==> config.mk <==
export PLATFORM = sky130hd
export DESIGN_NAME = misoperation_guard
export DESIGN_NICKNAME = d
export VERILOG_FILES = /design/src/misoperation_guard.v
export VERILOG_INCLUDE_DIRS = /design/src /design/src/inc
export SDC_FILE = /design/constraint.sdc
export NUM_CORES = 1
export LEC_CHECK = 0
export BUFFER_PORTS_ARGS = -buffer_cell sky130_fd_sc_hd__buf_2
export CORE_UTILIZATION = 50
export CTS_BUF_LIST = sky130_fd_sc_hd__clkbuf_4
export CTS_CLUSTER_DIAMETER = 150
export DETAILED_ROUTE_END_ITERATION = 8
export PLACE_DENSITY = 0.72
export SLEW_MARGIN = 15
export SYNTH_ARGS = -nofsm -noshare
export SYNTH_HDL_FRONTEND = slang
export SYNTH_SLANG_ARGS = --single-unit
==> constraint.sdc <==
create_clock -name i_clk_sys -period 2.05 [get_ports i_clk_sys]
set_input_delay 0.41 -clock i_clk_sys [delete_from_list [all_inputs] [get_ports i_clk_sys]]
set_output_delay 0.41 -clock i_clk_sys [all_outputs]
set_load 0.01 [all_outputs]
==> src/inc/misoperation_guard_defines.vh <==
/*
  Constants for the misoperation guard: setting codes, register offsets,
  reset values and timing counts.
  Assumes it is included by bare name from design and bench files.
*/
`ifndef MISOPERATION_GUARD_DEFINES_VH
`define MISOPERATION_GUARD_DEFINES_VH

// Register offsets on the plain register port
`define MG_ADDR_GUARD 4'h0
`define MG_ADDR_WPROT 4'h1
`define MG_ADDR_STOPSEL 4'h2
`define MG_ADDR_SRCSEL 4'h3
`define MG_ADDR_OPMODE 4'h4
`define MG_ADDR_PARAM_REQ 4'h5
`define MG_ADDR_STATUS 4'h6
`define MG_ADDR_ACCUM 4'h7

// Reset values
`define MG_GUARD_RESET 5'h0E
`define MG_WPROT_RESET 2'h0
`define MG_STOPSEL_RESET 14'h270F
`define MG_SRCSEL_RESET 14'h270F
`define MG_OPMODE_RESET 2'h0

// Encodings
`define MG_CODE_COAST_OFF 14'h270F
`define MG_CODE_PU_PRIORITY 14'h270F
`define MG_WP_STOP_ONLY 2'h0
`define MG_WP_INHIBIT 2'h1
`define MG_WP_ALWAYS 2'h2
`define MG_MODE_PANEL 2'h0
`define MG_MODE_EXTERNAL 2'h1
`define MG_MODE_NETWORK 2'h2
`define MG_FAULT_PANEL_LOSS 8'h41

// Parameter numbers that the write gate knows by number
`define MG_PNUM_STALL_LEVEL 10'h016
`define MG_PNUM_GUARD 10'h04B
`define MG_PNUM_WPROT 10'h04D
`define MG_PNUM_OPMODE 10'h04F
`define MG_PNUM_DISPLAY 10'h0A0
`define MG_PNUM_PW_LEVEL 10'h128
`define MG_PNUM_PW_LOCK 10'h129

// Timing
`define MG_CLK_HZ 10000000
`define MG_LOSS_TIME_MS 1000
`define MG_LOSS_CYCLES ((`MG_CLK_HZ / 1000) * `MG_LOSS_TIME_MS)

`endif

==> src/misoperation_guard.v <==
/*
  Misoperation guard of a motor drive: reset acceptance, panel-loss trip,
  panel-stop latch and parameter write gating, with a small register port.
  Assumes panel, terminal and link inputs are asynchronous and the output
  stage and parameter store sit on the same 10 MHz clock.
*/
// The register addresses and the plain strobed port were decided locally.
`timescale 1ns/1ns
`include "misoperation_guard_defines.vh"

// What this block does
// - Guard 1,3,15,17: pin or link reset accepted only while tripped.
// - Reset while running shuts the output stage off, motor coasts.
// - Reset clears thermal overload and brake duty accumulators.
// - Panel reset key works only while tripped, any guard setting.
// - Panel absent over 1 s with detection on: fault code, trip.
// - Guard 0,1,14,15: no panel-loss trip, keep running.
// - Panel absent since power-on is not a loss fault.
// - Continue-on-loss setting: loss during panel jog decelerates to stop.
// - Serial link via panel connector disables loss detection only.
// - Panel stop on: stop key decelerates in every mode.
// - Panel-stop latch blocks restart; its clear key works only from the stopping unit.
// - Power reset or accepted reset pin clears panel-stop latch.
// - Guard 0 to 3: no latch, stop key only in panel mode.
// - Panel stop in external mode decelerates even with coast selected.
// - Panel mode stop from non-selected unit sets the latch.
// - Source select 9999: parameter unit has priority over panel.
// - Write protect 0: writes only stopped in panel mode, except list.
// - Write protect 1: writes and clears rejected, short list writable.
// - Write protect 2: writes anywhere, only the operation mode setting rejected running.
// - Write protect setting itself is writable at all times.
// - Guard accepts 0-3, 14-17, defaults 14, survives parameter clear.
module misoperation_guard #(
  parameter LOSS_CYCLES = `MG_LOSS_CYCLES,
  parameter ACCUM_W = 16
) (
  // Clock and reset
  input wire i_clk_sys,
  input wire i_reset,
  // Register port
  input wire [3:0] i_addr,
  input wire [15:0] i_wdata,
  input wire i_wr,
  input wire i_rd,
  output reg [15:0] o_rdata,
  // Pins, panel keys and link
  input wire i_reset_input_pin,
  input wire i_link_reset,
  input wire i_link_via_panel,
  input wire i_panel_present,
  input wire i_panel_reset_key,
  input wire i_panel_stop_key,
  input wire i_unit_stop_key,
  input wire i_panel_clear,
  input wire i_unit_clear,
  input wire i_unit_present,
  input wire i_forward_start_input,
  input wire i_reverse_start_input,
  input wire i_jog_active,
  // Drive state
  input wire i_running,
  input wire i_fault,
  input wire i_thermal_inc,
  input wire i_brake_inc,
  // Output stage
  output reg o_output_off,
  output reg o_decel_stop,
  output reg o_tripped,
  output reg [7:0] o_fault_code,
  output reg o_panel_stop_latch,
  output reg o_start_enable
);

  ////////////////////////////////////////////////////////////////////////
  // Input synchronisers; stage one is read only by stage two
  localparam NSYNC = 11;
  wire [NSYNC-1:0] async_in = {i_reset_input_pin, i_link_reset, i_link_via_panel,
    i_panel_present, i_panel_reset_key, i_panel_stop_key, i_unit_stop_key,
    i_panel_clear, i_unit_clear, i_forward_start_input, i_reverse_start_input};
  reg [NSYNC-1:0] sync1_reg;
  reg [NSYNC-1:0] sync2_reg;
  reg [NSYNC-1:0] prev_reg;
  always @(posedge i_clk_sys) begin
    if (i_reset) begin
      sync1_reg <= {NSYNC{1'b0}};
      sync2_reg <= {NSYNC{1'b0}};
      prev_reg <= {NSYNC{1'b0}};
    end else begin
      sync1_reg <= async_in;
      sync2_reg <= sync1_reg;
      prev_reg <= sync2_reg;
    end
  end
  wire [NSYNC-1:0] rise = sync2_reg & ~prev_reg;
  wire pin_rst_p = rise[10];
  wire link_rst_p = rise[9];
  wire link_via_panel = sync2_reg[8];
  wire panel_here = sync2_reg[7];
  wire key_rst_p = rise[6];
  wire panel_stop_p = rise[5];
  wire unit_stop_p = rise[4];
  wire panel_clr_p = rise[3];
  wire unit_clr_p = rise[2];

  ////////////////////////////////////////////////////////////////////////
  // Setting registers
  reg [4:0] guard_reg;
  reg [1:0] wprot_reg;
  reg [13:0] stopsel_reg;
  reg [13:0] srcsel_reg;
  reg [1:0] opmode_reg;
  reg [9:0] last_pnum_reg;
  reg last_ok_reg;
  reg [ACCUM_W-1:0] thermal_reg;
  reg [ACCUM_W-1:0] brake_reg;

  function guard_valid;
    input [4:0] v;
    begin
      guard_valid = (v <= 5'h03) || (v >= 5'h0E && v <= 5'h11);
    end
  endfunction

  // Decode of a guard setting into its three features
  wire reset_trip_only = guard_reg[0];
  // Only legal codes are ever stored, so bits 4, 3 and 1 tell the groups apart:
  // 2, 3, 16 and 17 trip on panel loss; 14 to 17 stop from the panel in every mode
  wire loss_trip_en = guard_reg[4] | (!guard_reg[3] & guard_reg[1]);
  wire stop_all_modes = guard_reg[4] | guard_reg[3];

  // Parameter write gate
  function write_allowed;
    input [9:0] pnum;
    input [1:0] wp;
    input [1:0] mode;
    input run;
    reg always_ok;
    begin
      always_ok = (pnum == `MG_PNUM_GUARD) || (pnum == `MG_PNUM_DISPLAY) ||
        (pnum == `MG_PNUM_PW_LEVEL) || (pnum == `MG_PNUM_PW_LOCK);
      if (pnum == `MG_PNUM_WPROT)
        write_allowed = 1'b1;
      else if (wp == `MG_WP_INHIBIT)
        write_allowed = always_ok || (pnum == `MG_PNUM_STALL_LEVEL) ||
          (pnum == `MG_PNUM_OPMODE);
      else if (wp == `MG_WP_ALWAYS)
        write_allowed = !(run && pnum == `MG_PNUM_OPMODE);
      else
        write_allowed = always_ok ||
          (!run && mode == `MG_MODE_PANEL);
    end
  endfunction

  ////////////////////////////////////////////////////////////////////////
  // Reset acceptance
  wire ext_reset_ok = (pin_rst_p | link_rst_p) &&
    (!reset_trip_only || o_tripped);
  wire key_reset_ok = key_rst_p && o_tripped;
  wire reset_do = ext_reset_ok | key_reset_ok;
  wire pin_reset_do = pin_rst_p && (!reset_trip_only || o_tripped);

  ////////////////////////////////////////////////////////////////////////
  // Panel-loss timer
  reg seen_panel_reg;
  reg loss_fired_reg;
  reg [31:0] loss_cnt_reg;
  wire loss_armed = loss_trip_en && !link_via_panel && seen_panel_reg;
  wire loss_fire = loss_armed && !panel_here && !loss_fired_reg &&
    (loss_cnt_reg >= LOSS_CYCLES);

  always @(posedge i_clk_sys) begin
    if (i_reset) begin
      seen_panel_reg <= 1'b0;
      loss_fired_reg <= 1'b0;
      loss_cnt_reg <= 32'h0;
    end else begin
      if (panel_here)
        seen_panel_reg <= 1'b1;
      if (panel_here || !loss_armed) begin
        loss_cnt_reg <= 32'h0;
        loss_fired_reg <= 1'b0;
      end else begin
        if (loss_cnt_reg <= LOSS_CYCLES)
          loss_cnt_reg <= loss_cnt_reg + 32'h1;
        if (loss_fire)
          loss_fired_reg <= 1'b1;
      end
    end
  end

  // Continue-on-loss: loss while panel jog runs brings a controlled stop
  wire loss_jog_stop = !loss_trip_en && seen_panel_reg && !panel_here &&
    !link_via_panel && i_jog_active && opmode_reg == `MG_MODE_PANEL;

  ////////////////////////////////////////////////////////////////////////
  // Stop keys and panel-stop latch
  wire unit_is_source = (srcsel_reg == `MG_CODE_PU_PRIORITY) && i_unit_present;
  wire stop_any = panel_stop_p | unit_stop_p;
  wire stop_in_panel = stop_any && opmode_reg == `MG_MODE_PANEL;
  wire stop_effective = stop_all_modes ? stop_any : stop_in_panel;
  wire stop_foreign = (panel_stop_p && unit_is_source) ||
    (unit_stop_p && !unit_is_source);
  wire latch_set = stop_all_modes &&
    (opmode_reg != `MG_MODE_PANEL ? stop_any : stop_foreign);
  reg latch_by_unit_reg;
  wire latch_clear = o_panel_stop_latch &&
    (latch_by_unit_reg ? unit_clr_p : panel_clr_p);
  reg stopping_reg;

  always @(posedge i_clk_sys) begin
    if (i_reset) begin
      o_panel_stop_latch <= 1'b0;
      latch_by_unit_reg <= 1'b0;
      stopping_reg <= 1'b0;
    end else begin
      if (latch_set) begin
        o_panel_stop_latch <= 1'b1; // set wins over clear
        latch_by_unit_reg <= unit_stop_p && !panel_stop_p;
      end else if (latch_clear || pin_reset_do || !stop_all_modes)
        o_panel_stop_latch <= 1'b0;
      if (stop_effective || loss_jog_stop)
        stopping_reg <= 1'b1;
      else if (!i_running)
        stopping_reg <= 1'b0;
    end
  end

  ////////////////////////////////////////////////////////////////////////
  // Trip state, output stage and accumulators
  always @(posedge i_clk_sys) begin
    if (i_reset) begin
      o_tripped <= 1'b0;
      o_fault_code <= 8'h00;
      o_output_off <= 1'b0;
      o_decel_stop <= 1'b0;
      o_start_enable <= 1'b0;
      thermal_reg <= {ACCUM_W{1'b0}};
      brake_reg <= {ACCUM_W{1'b0}};
    end else begin
      if (loss_fire) begin
        o_tripped <= 1'b1;
        o_fault_code <= `MG_FAULT_PANEL_LOSS;
      end else if (i_fault)
        o_tripped <= 1'b1;
      else if (reset_do) begin
        o_tripped <= 1'b0;
        o_fault_code <= 8'h00;
      end
      // A reset cuts the output at once; stop selection plays no part
      o_output_off <= reset_do || loss_fire || i_fault ||
        (o_tripped && !reset_do);
      // Panel stop always brakes under control, coast selection ignored
      o_decel_stop <= stopping_reg || stop_effective || loss_jog_stop;
      o_start_enable <= !o_tripped && !o_panel_stop_latch && !stopping_reg;
      if (reset_do) begin
        thermal_reg <= {ACCUM_W{1'b0}};
        brake_reg <= {ACCUM_W{1'b0}};
      end else begin
        if (i_thermal_inc && thermal_reg != {ACCUM_W{1'b1}})
          thermal_reg <= thermal_reg + {{(ACCUM_W-1){1'b0}}, 1'b1};
        if (i_brake_inc && brake_reg != {ACCUM_W{1'b1}})
          brake_reg <= brake_reg + {{(ACCUM_W-1){1'b0}}, 1'b1};
      end
    end
  end

  ////////////////////////////////////////////////////////////////////////
  // Register port; a parameter write request is gated and its verdict kept
  wire wr_pnum_ok = write_allowed(i_wdata[9:0], wprot_reg, opmode_reg, i_running);
  always @(posedge i_clk_sys) begin
    if (i_reset) begin
      guard_reg <= `MG_GUARD_RESET;
      wprot_reg <= `MG_WPROT_RESET;
      stopsel_reg <= `MG_STOPSEL_RESET;
      srcsel_reg <= `MG_SRCSEL_RESET;
      opmode_reg <= `MG_OPMODE_RESET;
      last_pnum_reg <= 10'h000;
      last_ok_reg <= 1'b0;
      o_rdata <= 16'h0000;
    end else begin
      if (i_wr) begin
        case (i_addr)
          `MG_ADDR_GUARD: begin
            if (guard_valid(i_wdata[4:0]))
              guard_reg <= i_wdata[4:0];
          end
          `MG_ADDR_WPROT: begin
            if (i_wdata[1:0] != 2'h3)
              wprot_reg <= i_wdata[1:0];
          end
          `MG_ADDR_STOPSEL: stopsel_reg <= i_wdata[13:0];
          `MG_ADDR_SRCSEL: srcsel_reg <= i_wdata[13:0];
          `MG_ADDR_OPMODE: begin
            if (write_allowed(`MG_PNUM_OPMODE, wprot_reg, opmode_reg, i_running) &&
                i_wdata[1:0] != 2'h3)
              opmode_reg <= i_wdata[1:0];
          end
          `MG_ADDR_PARAM_REQ: begin
            last_pnum_reg <= i_wdata[9:0];
            // Bit 15 marks a clear request, refused under inhibit
            last_ok_reg <= i_wdata[15] ? (wprot_reg != `MG_WP_INHIBIT) :
              wr_pnum_ok;
          end
          default: ;
        endcase
      end
      if (i_rd) begin
        case (i_addr)
          `MG_ADDR_GUARD: o_rdata <= {11'h000, guard_reg};
          `MG_ADDR_WPROT: o_rdata <= {14'h0000, wprot_reg};
          `MG_ADDR_STOPSEL: o_rdata <= {2'h0, stopsel_reg};
          `MG_ADDR_SRCSEL: o_rdata <= {2'h0, srcsel_reg};
          `MG_ADDR_OPMODE: o_rdata <= {14'h0000, opmode_reg};
          `MG_ADDR_PARAM_REQ: o_rdata <= {last_ok_reg, 5'h00, last_pnum_reg};
          `MG_ADDR_STATUS: o_rdata <= {5'h00, o_start_enable, o_decel_stop,
            o_output_off, o_panel_stop_latch, o_tripped, o_fault_code[5:0]};
          `MG_ADDR_ACCUM: o_rdata <= thermal_reg | brake_reg;
          default: o_rdata <= 16'h0000;
        endcase
      end else
        o_rdata <= 16'h0000;
    end
  end

endmodule

### Word level (Yosys, flattened, before mapping)

Cells that the tools add are included.
W data, S select, Z words.

| word-level totals | value |
|---|---|
| logic and storage cells | 167 |
| bits in latches | 0 |
| memories kept | 0 |
| register bits after elaboration | 172 |
| output and inout bits | 29 |
| input bits | 41 |
| ROM bits | 0 |
| bits in writable memories | 0 |

| operators by class | value |
|---|---|
| add/subtract/negate cells | 3 |
| divide/modulo/power cells | 0 |
| eq/ne operators | 23 |
| mux-type cells | 23 |
| bitwise logic cells | 10 |
| $mul | 0 |
| magnitude comparators | 5 |
| shifts and indexed selects | 0 |
| reduce and logical (&&, ||, !) cells | 79 |

Operators by type and width:

| operator | count |
|---|---|
| $pmux W16 S8 | 1 |
| $add A16 B1 Y16 const B | 2 |
| $add A32 B1 Y32 const B | 1 |
| $ge A32 B24 Y1 const B | 1 |
| $le A32 B24 Y1 const B | 1 |
| $ne A16 B16 Y1 const B | 2 |
| $eq A10 B7 Y1 const B | 3 |
| $logic_and A1 B1 Y1 | 29 |
| $mux W7 | 3 |
| $eq A10 B9 Y1 const B | 2 |
| $mux W1 | 19 |
| $logic_or A1 B1 Y1 | 18 |
| $eq A4 B3 Y1 const B | 4 |
| $logic_not A1 Y1 | 16 |
| $or A16 B16 Y16 | 1 |
| $eq A14 B14 Y1 const B | 1 |
| $and A11 B11 Y11 | 1 |
| $not A11 Y11 | 1 |
| $eq A10 B5 Y1 const B | 1 |
| $eq A10 B8 Y1 const B | 1 |
| $reduce_and A3 Y1 | 3 |
| $eq A4 B2 Y1 const B | 2 |
| $reduce_and A2 Y1 | 4 |
| $ne A2 B1 Y1 const B | 3 |
| other kinds (15) | 23 |

### Depth between registers and ports, before layout

| logic depth | value |
|---|---|
| depth after elaboration | 11 |
| mapped depth | 8 |
| mapped depth without buffers | 6 |

### Least setup slack after synthesis

OpenSTA, ideal clock, no wires.

| timing | value |
|---|---|
| path type | flip-flop to flip-flop |
| start point | reg loss_cnt_reg[27] |
| end point | reg loss_cnt_reg[18] |
| cell stages (with the launch flop) | 8 |
| setup slack | 93 ps |
| period minus slack after synthesis | 1957 ps |
| library setup time | 69 ps |
| data required time | 1981 ps |
| data arrival time | 1888 ps |
| buffers on the path | 2 |
| path through | dfxtp_1 > nor4_1 > nand2_1 > or4_1 > buf_6 > buf_6 > a2111o_1 > o21ai_1 |

| on the way | value |
|---|---|
| cells in the longest elaborated chain, start to end | 1 |

RTL lines:

| element | line | RTL |
|---|---|---|
| start: declaration | misoperation_guard.v:166 | `reg [31:0] loss_cnt_reg;` |
| start signal: assignment | misoperation_guard.v:184 | `loss_cnt_reg <= loss_cnt_reg + 32'h1;` |
| $le A32 B24 Y1 | misoperation_guard.v:183 | `if (loss_cnt_reg <= LOSS_CYCLES)` |

No other way between the ends.
A chain may end at the register's enable or synchronous reset.

### Worst setup path in the final report

| timing | value |
|---|---|
| start point | reg loss_cnt_reg[27] |
| end point | reg loss_cnt_reg[21] |

The elaborated chain is that of the path after synthesis.

==> impl_metrics.sql <==
INSERT INTO impl_metrics (metric_group, metric, value, unit) VALUES
('outcome', 'run_status', 'complete, but fails checks', ''),
('outcome', 'failed_checks', 'setup timing', ''),
('placement', 'dpl.cell_count', '1148', ''),
('setup_path', 'cp.depth', '6', ''),
('floorplan', 'start_util', '51.1', '%'),
('drt', 'num_vias', '6758', ''),
('setup_path', 'critical_path.slowest_cell', 'or4_4', ''),
('drt', 'route.antenna.remaining_nets', '0', ''),
('clock_tree', 'clock_path_buffers', '2', ''),
('setup_path', 'r2r_start', 'loss_cnt_reg[27]$_SDFFE_PP0P_', ''),
('clock_tree', 'clock_tree.htree_level_count', '4', ''),
('setup_path', 'worstPathCellList', 'nor4_4 -> nand2_1 -> or4_4 -> buf_12 -> a2111o_1 -> o21ai_1', ''),
('drt', 'drt-pass1-iter-count', '5', ''),
('cells_and_area', 'area_delta_synth_final', '15.3', '%'),
('cells_and_area', 'nets', '1029', ''),
('setup_path', 'crit_path_start_kind', 'flop', ''),
('power', 'vdd_drop_max', '0.467', 'mV'),
('drt', 'detail_route.wl_per_cell', '15.8', 'µm'),
('placement', 'buffer_ports.inserted', '60', ''),
('hold_path', 'path_type_of_the_worst_min_delay_path', 'in -> reg', ''),
('sta', 'final_hold_viol_count', '0', ''),
('power', 'fin_total_pwr', '5.44', 'mW'),
('cells_and_area', 'layout.filler_cells', '1365', ''),
('yosys', 'post_synth_instance_area', '7430', 'µm²'),
('drt', 'routed_wl', '18.6', 'mm'),
('clock_tree', 'number_of_buffers_created_by_cts', '17', ''),
('drt', 'detail_route.iter0.violations', '471', ''),
('setup_path', 'ff2ff_setup_slack', '-0.03', 'ns'),
('yosys', 'synthDominantAreaCellType', 'dfxtp_1', ''),
('yosys', 'netlist.area_leader.share', '43.9', '%'),
('cells_and_area', 'largest_register_ffs', '32', ''),
('yosys', 'syn_inst', '899', ''),
('floorplan', 'io_pins', '70', ''),
('cells_and_area', 'fin_cells', '1181', ''),
('clock_tree', 'cts_root_buffer', 'clkbuf_4', ''),
('floorplan', 'die_w', '124', 'µm'),
('power', 'pwr_density_cell', '635', 'nW/µm²'),
('sta', 'finalSetupViolCount', '17', ''),
('setup_path', 'worst-endpoint-arrival', '2.59', 'ns'),
('setup_path', 'crit_start', 'loss_cnt_reg[27]$_SDFFE_PP0P_', ''),
('sta', 'layout_worst_path_cycle_share', '102', '%'),
('yosys', 'yosys-top-cells-area', 'dfxtp_1 (44%), nand2_1 (7.2%), a21oi_1 (4.6%)', ''),
('setup_path', 'worst_ep_required_time', '2.56', 'ns'),
('yosys', 'synthMostInstantiatedCell', 'dfxtp_1', ''),
('setup_path', 'worstReg2RegEnd', 'loss_cnt_reg[21]$_SDFFE_PP0P_', ''),
('sta', 'postLayoutSetupSlackWorst', '-0.0311', 'ns'),
('yosys', 'post_synth.cell_area_avg', '8.27', 'µm²'),
('placement', 'hpwl', '13.0', 'mm'),
('sta', 'setup-tns-final', '-0.162', 'ns'),
('sta', 'slew_headroom', '66.8', '%'),
('yosys', 'ys_seq_elements', '163', ''),
('global_route', 'grt_antenna_before_repair', '0', ''),
('setup_path', 'critical_path.max_stage_delay', '0.60', 'ns'),
('sta', 'skew', '0.0143', 'ns'),
('setup_path', 'timing.critical_path.max_delay_family', 'simple AND/OR/NAND/NOR gates', ''),
('setup_path', 'crit_buf_inv', '1', ''),
('sta', 'fin_crit', '2.08', 'ns'),
('setup_path', 'timing.critical_path.fanout_max', '21', ''),
('setup_path', 'cp_capture_point', 'loss_cnt_reg[21]$_SDFFE_PP0P_', ''),
('placement', 'detailedPlace.worstSlack', '-0.0505', 'ns'),
('drt', 'avgViaCountPerCell', '5.72', ''),
('placement', 'gp_congestion', '0.847', ''),
('yosys', 'ys_seq_area_share', '43.9', '%'),
('floorplan', 'rows', '44', ''),
('run', 'maxCapViolCount', '0', ''),
('drt', 'drcViolationCount', '0', ''),
('yosys', 'synth.cells.most_frequent', 'dfxtp_1 (163), nand2_1 (142), nor2_1 (72)', ''),
('global_route', 'globalRouteOverflowTotal', '0', ''),
('clock_tree', 'clk_latency', '0.58', 'ns'),
('sta', 'worstMarginPinSlew', '0.496', 'ns'),
('yosys', 'synth.lib_cells_used.distinct', '64', '');
==> logic make-up after synthesis <==
| logic type | count (synthesis) | synth area share, % |
|---|---|---|
| xor gates and xnor gates | 24 | 2.83 |
| other | 1 | 0.0505 |
| DFF | 163 | 43.9 |
| adders and majority gates | 4 | 0.673 |
| muxes | 15 | 2.09 |
| and+or+nand+nor | 411 | 27.9 |
| buffers and inverters | 72 | 4.31 |
| AOI/OAI and AO/OA | 209 | 18.3 |
==> timing repair <==
item | CTS | global route
hold buffers | 0 | 0
gates cloned | 1 | 0
pin swaps | 1 | 2
resized for setup | 3 | 17
setup endpoints to repair | 22 | 25
==> where the power goes <==
| group | switching (mW) | internal (mW) | total [mW] | leakage (nW) |
|---|---|---|---|---|
| clock network | 1.18 | 0.627 | 1.80 | 0.135 |
| registers | 0.0339 | 3.22 | 3.25 | 1.32 |
| logic | 0.230 | 0.154 | 0.383 | 1.83 |
| total | 1.44 | 4.00 | 5.44 | 3.29 |
==> how the worst min path moves through the flow <==
stage | start | depth (start not counted) | to
4_1_cts | i_panel_clear | 2 | sync1_reg[3]$_SDFF_PP0_
6_report | i_panel_clear | 2 | sync1_reg[3]$_SDFF_PP0_
3_5_place_dp | sync1_reg[10]$_SDFF_PP0_ | 1 | sync2_reg[10]$_SDFF_PP0_
3_3_place_gp | sync1_reg[8]$_SDFF_PP0_ | 1 | sync2_reg[8]$_SDFF_PP0_
5_1_grt | i_unit_stop_key | 2 | sync1_reg[4]$_SDFF_PP0_
2_1_floorplan | sync1_reg[10]$_SDFF_PP0_ | 1 | sync2_reg[10]$_SDFF_PP0_
==> final cells by class <==
class	instances	area [µm²]	area share [%]
multi-input cells	669	3940	46.0
flip-flops and latches	163	3270	38.1
repair buffers	123	831	9.70
well taps	184	230	2.69
clock buffers	18	135	1.58
clock inverters	14	130	1.52
inverters	10	37.5	0.438
==> layout by cell type, fill, tap and decap left out, types with 11 or more instances in the layout <==
| master | count |
|---|---|
| buf_2 | 60 |
| a21oi_1 | 66 |
| and3_1 | 18 |
| o21ai_0 | 35 |
| nor2_1 | 72 |
| xor2_1 | 19 |
| nand2_1 | 142 |
| mux2i_1 | 11 |
| dfxtp_1 | 161 |
| a2111o_1 | 20 |
| nor3_1 | 12 |
| nand3_1 | 35 |
| nor2b_1 | 37 |
| nand3b_1 | 18 |
| o211ai_1 | 12 |
| buf_4 | 59 |
| nand4_1 | 17 |
| o21ai_1 | 20 |
| clkbuf_4 | 18 |
==> per-layer routing <==
layer	global-route usage [%]	share of wire, %	up-vias
met5	0	0	-
met4	8.71	1.8	0
met3	4.26	5.2	29
met2	40.9	47	191
met1	34.6	46	3175
li1	-	-	3363
==> through the flow <==
stage | instance area [µm²] | hold WS, ns | util [%]
5_1_grt | 8570 | 0.0111 | 58.9
6_report | 8570 | 0.0345 | 58.9
3_3_place_gp | 8220 | 0.415 | 56.5
4_1_cts | 8520 | 0.00306 | 58.7
3_5_place_dp | 8220 | 0.424 | 56.5
2_1_floorplan | 7450 | 0.414 | -
No activity file was read; power rests on OpenSTA's default activity.
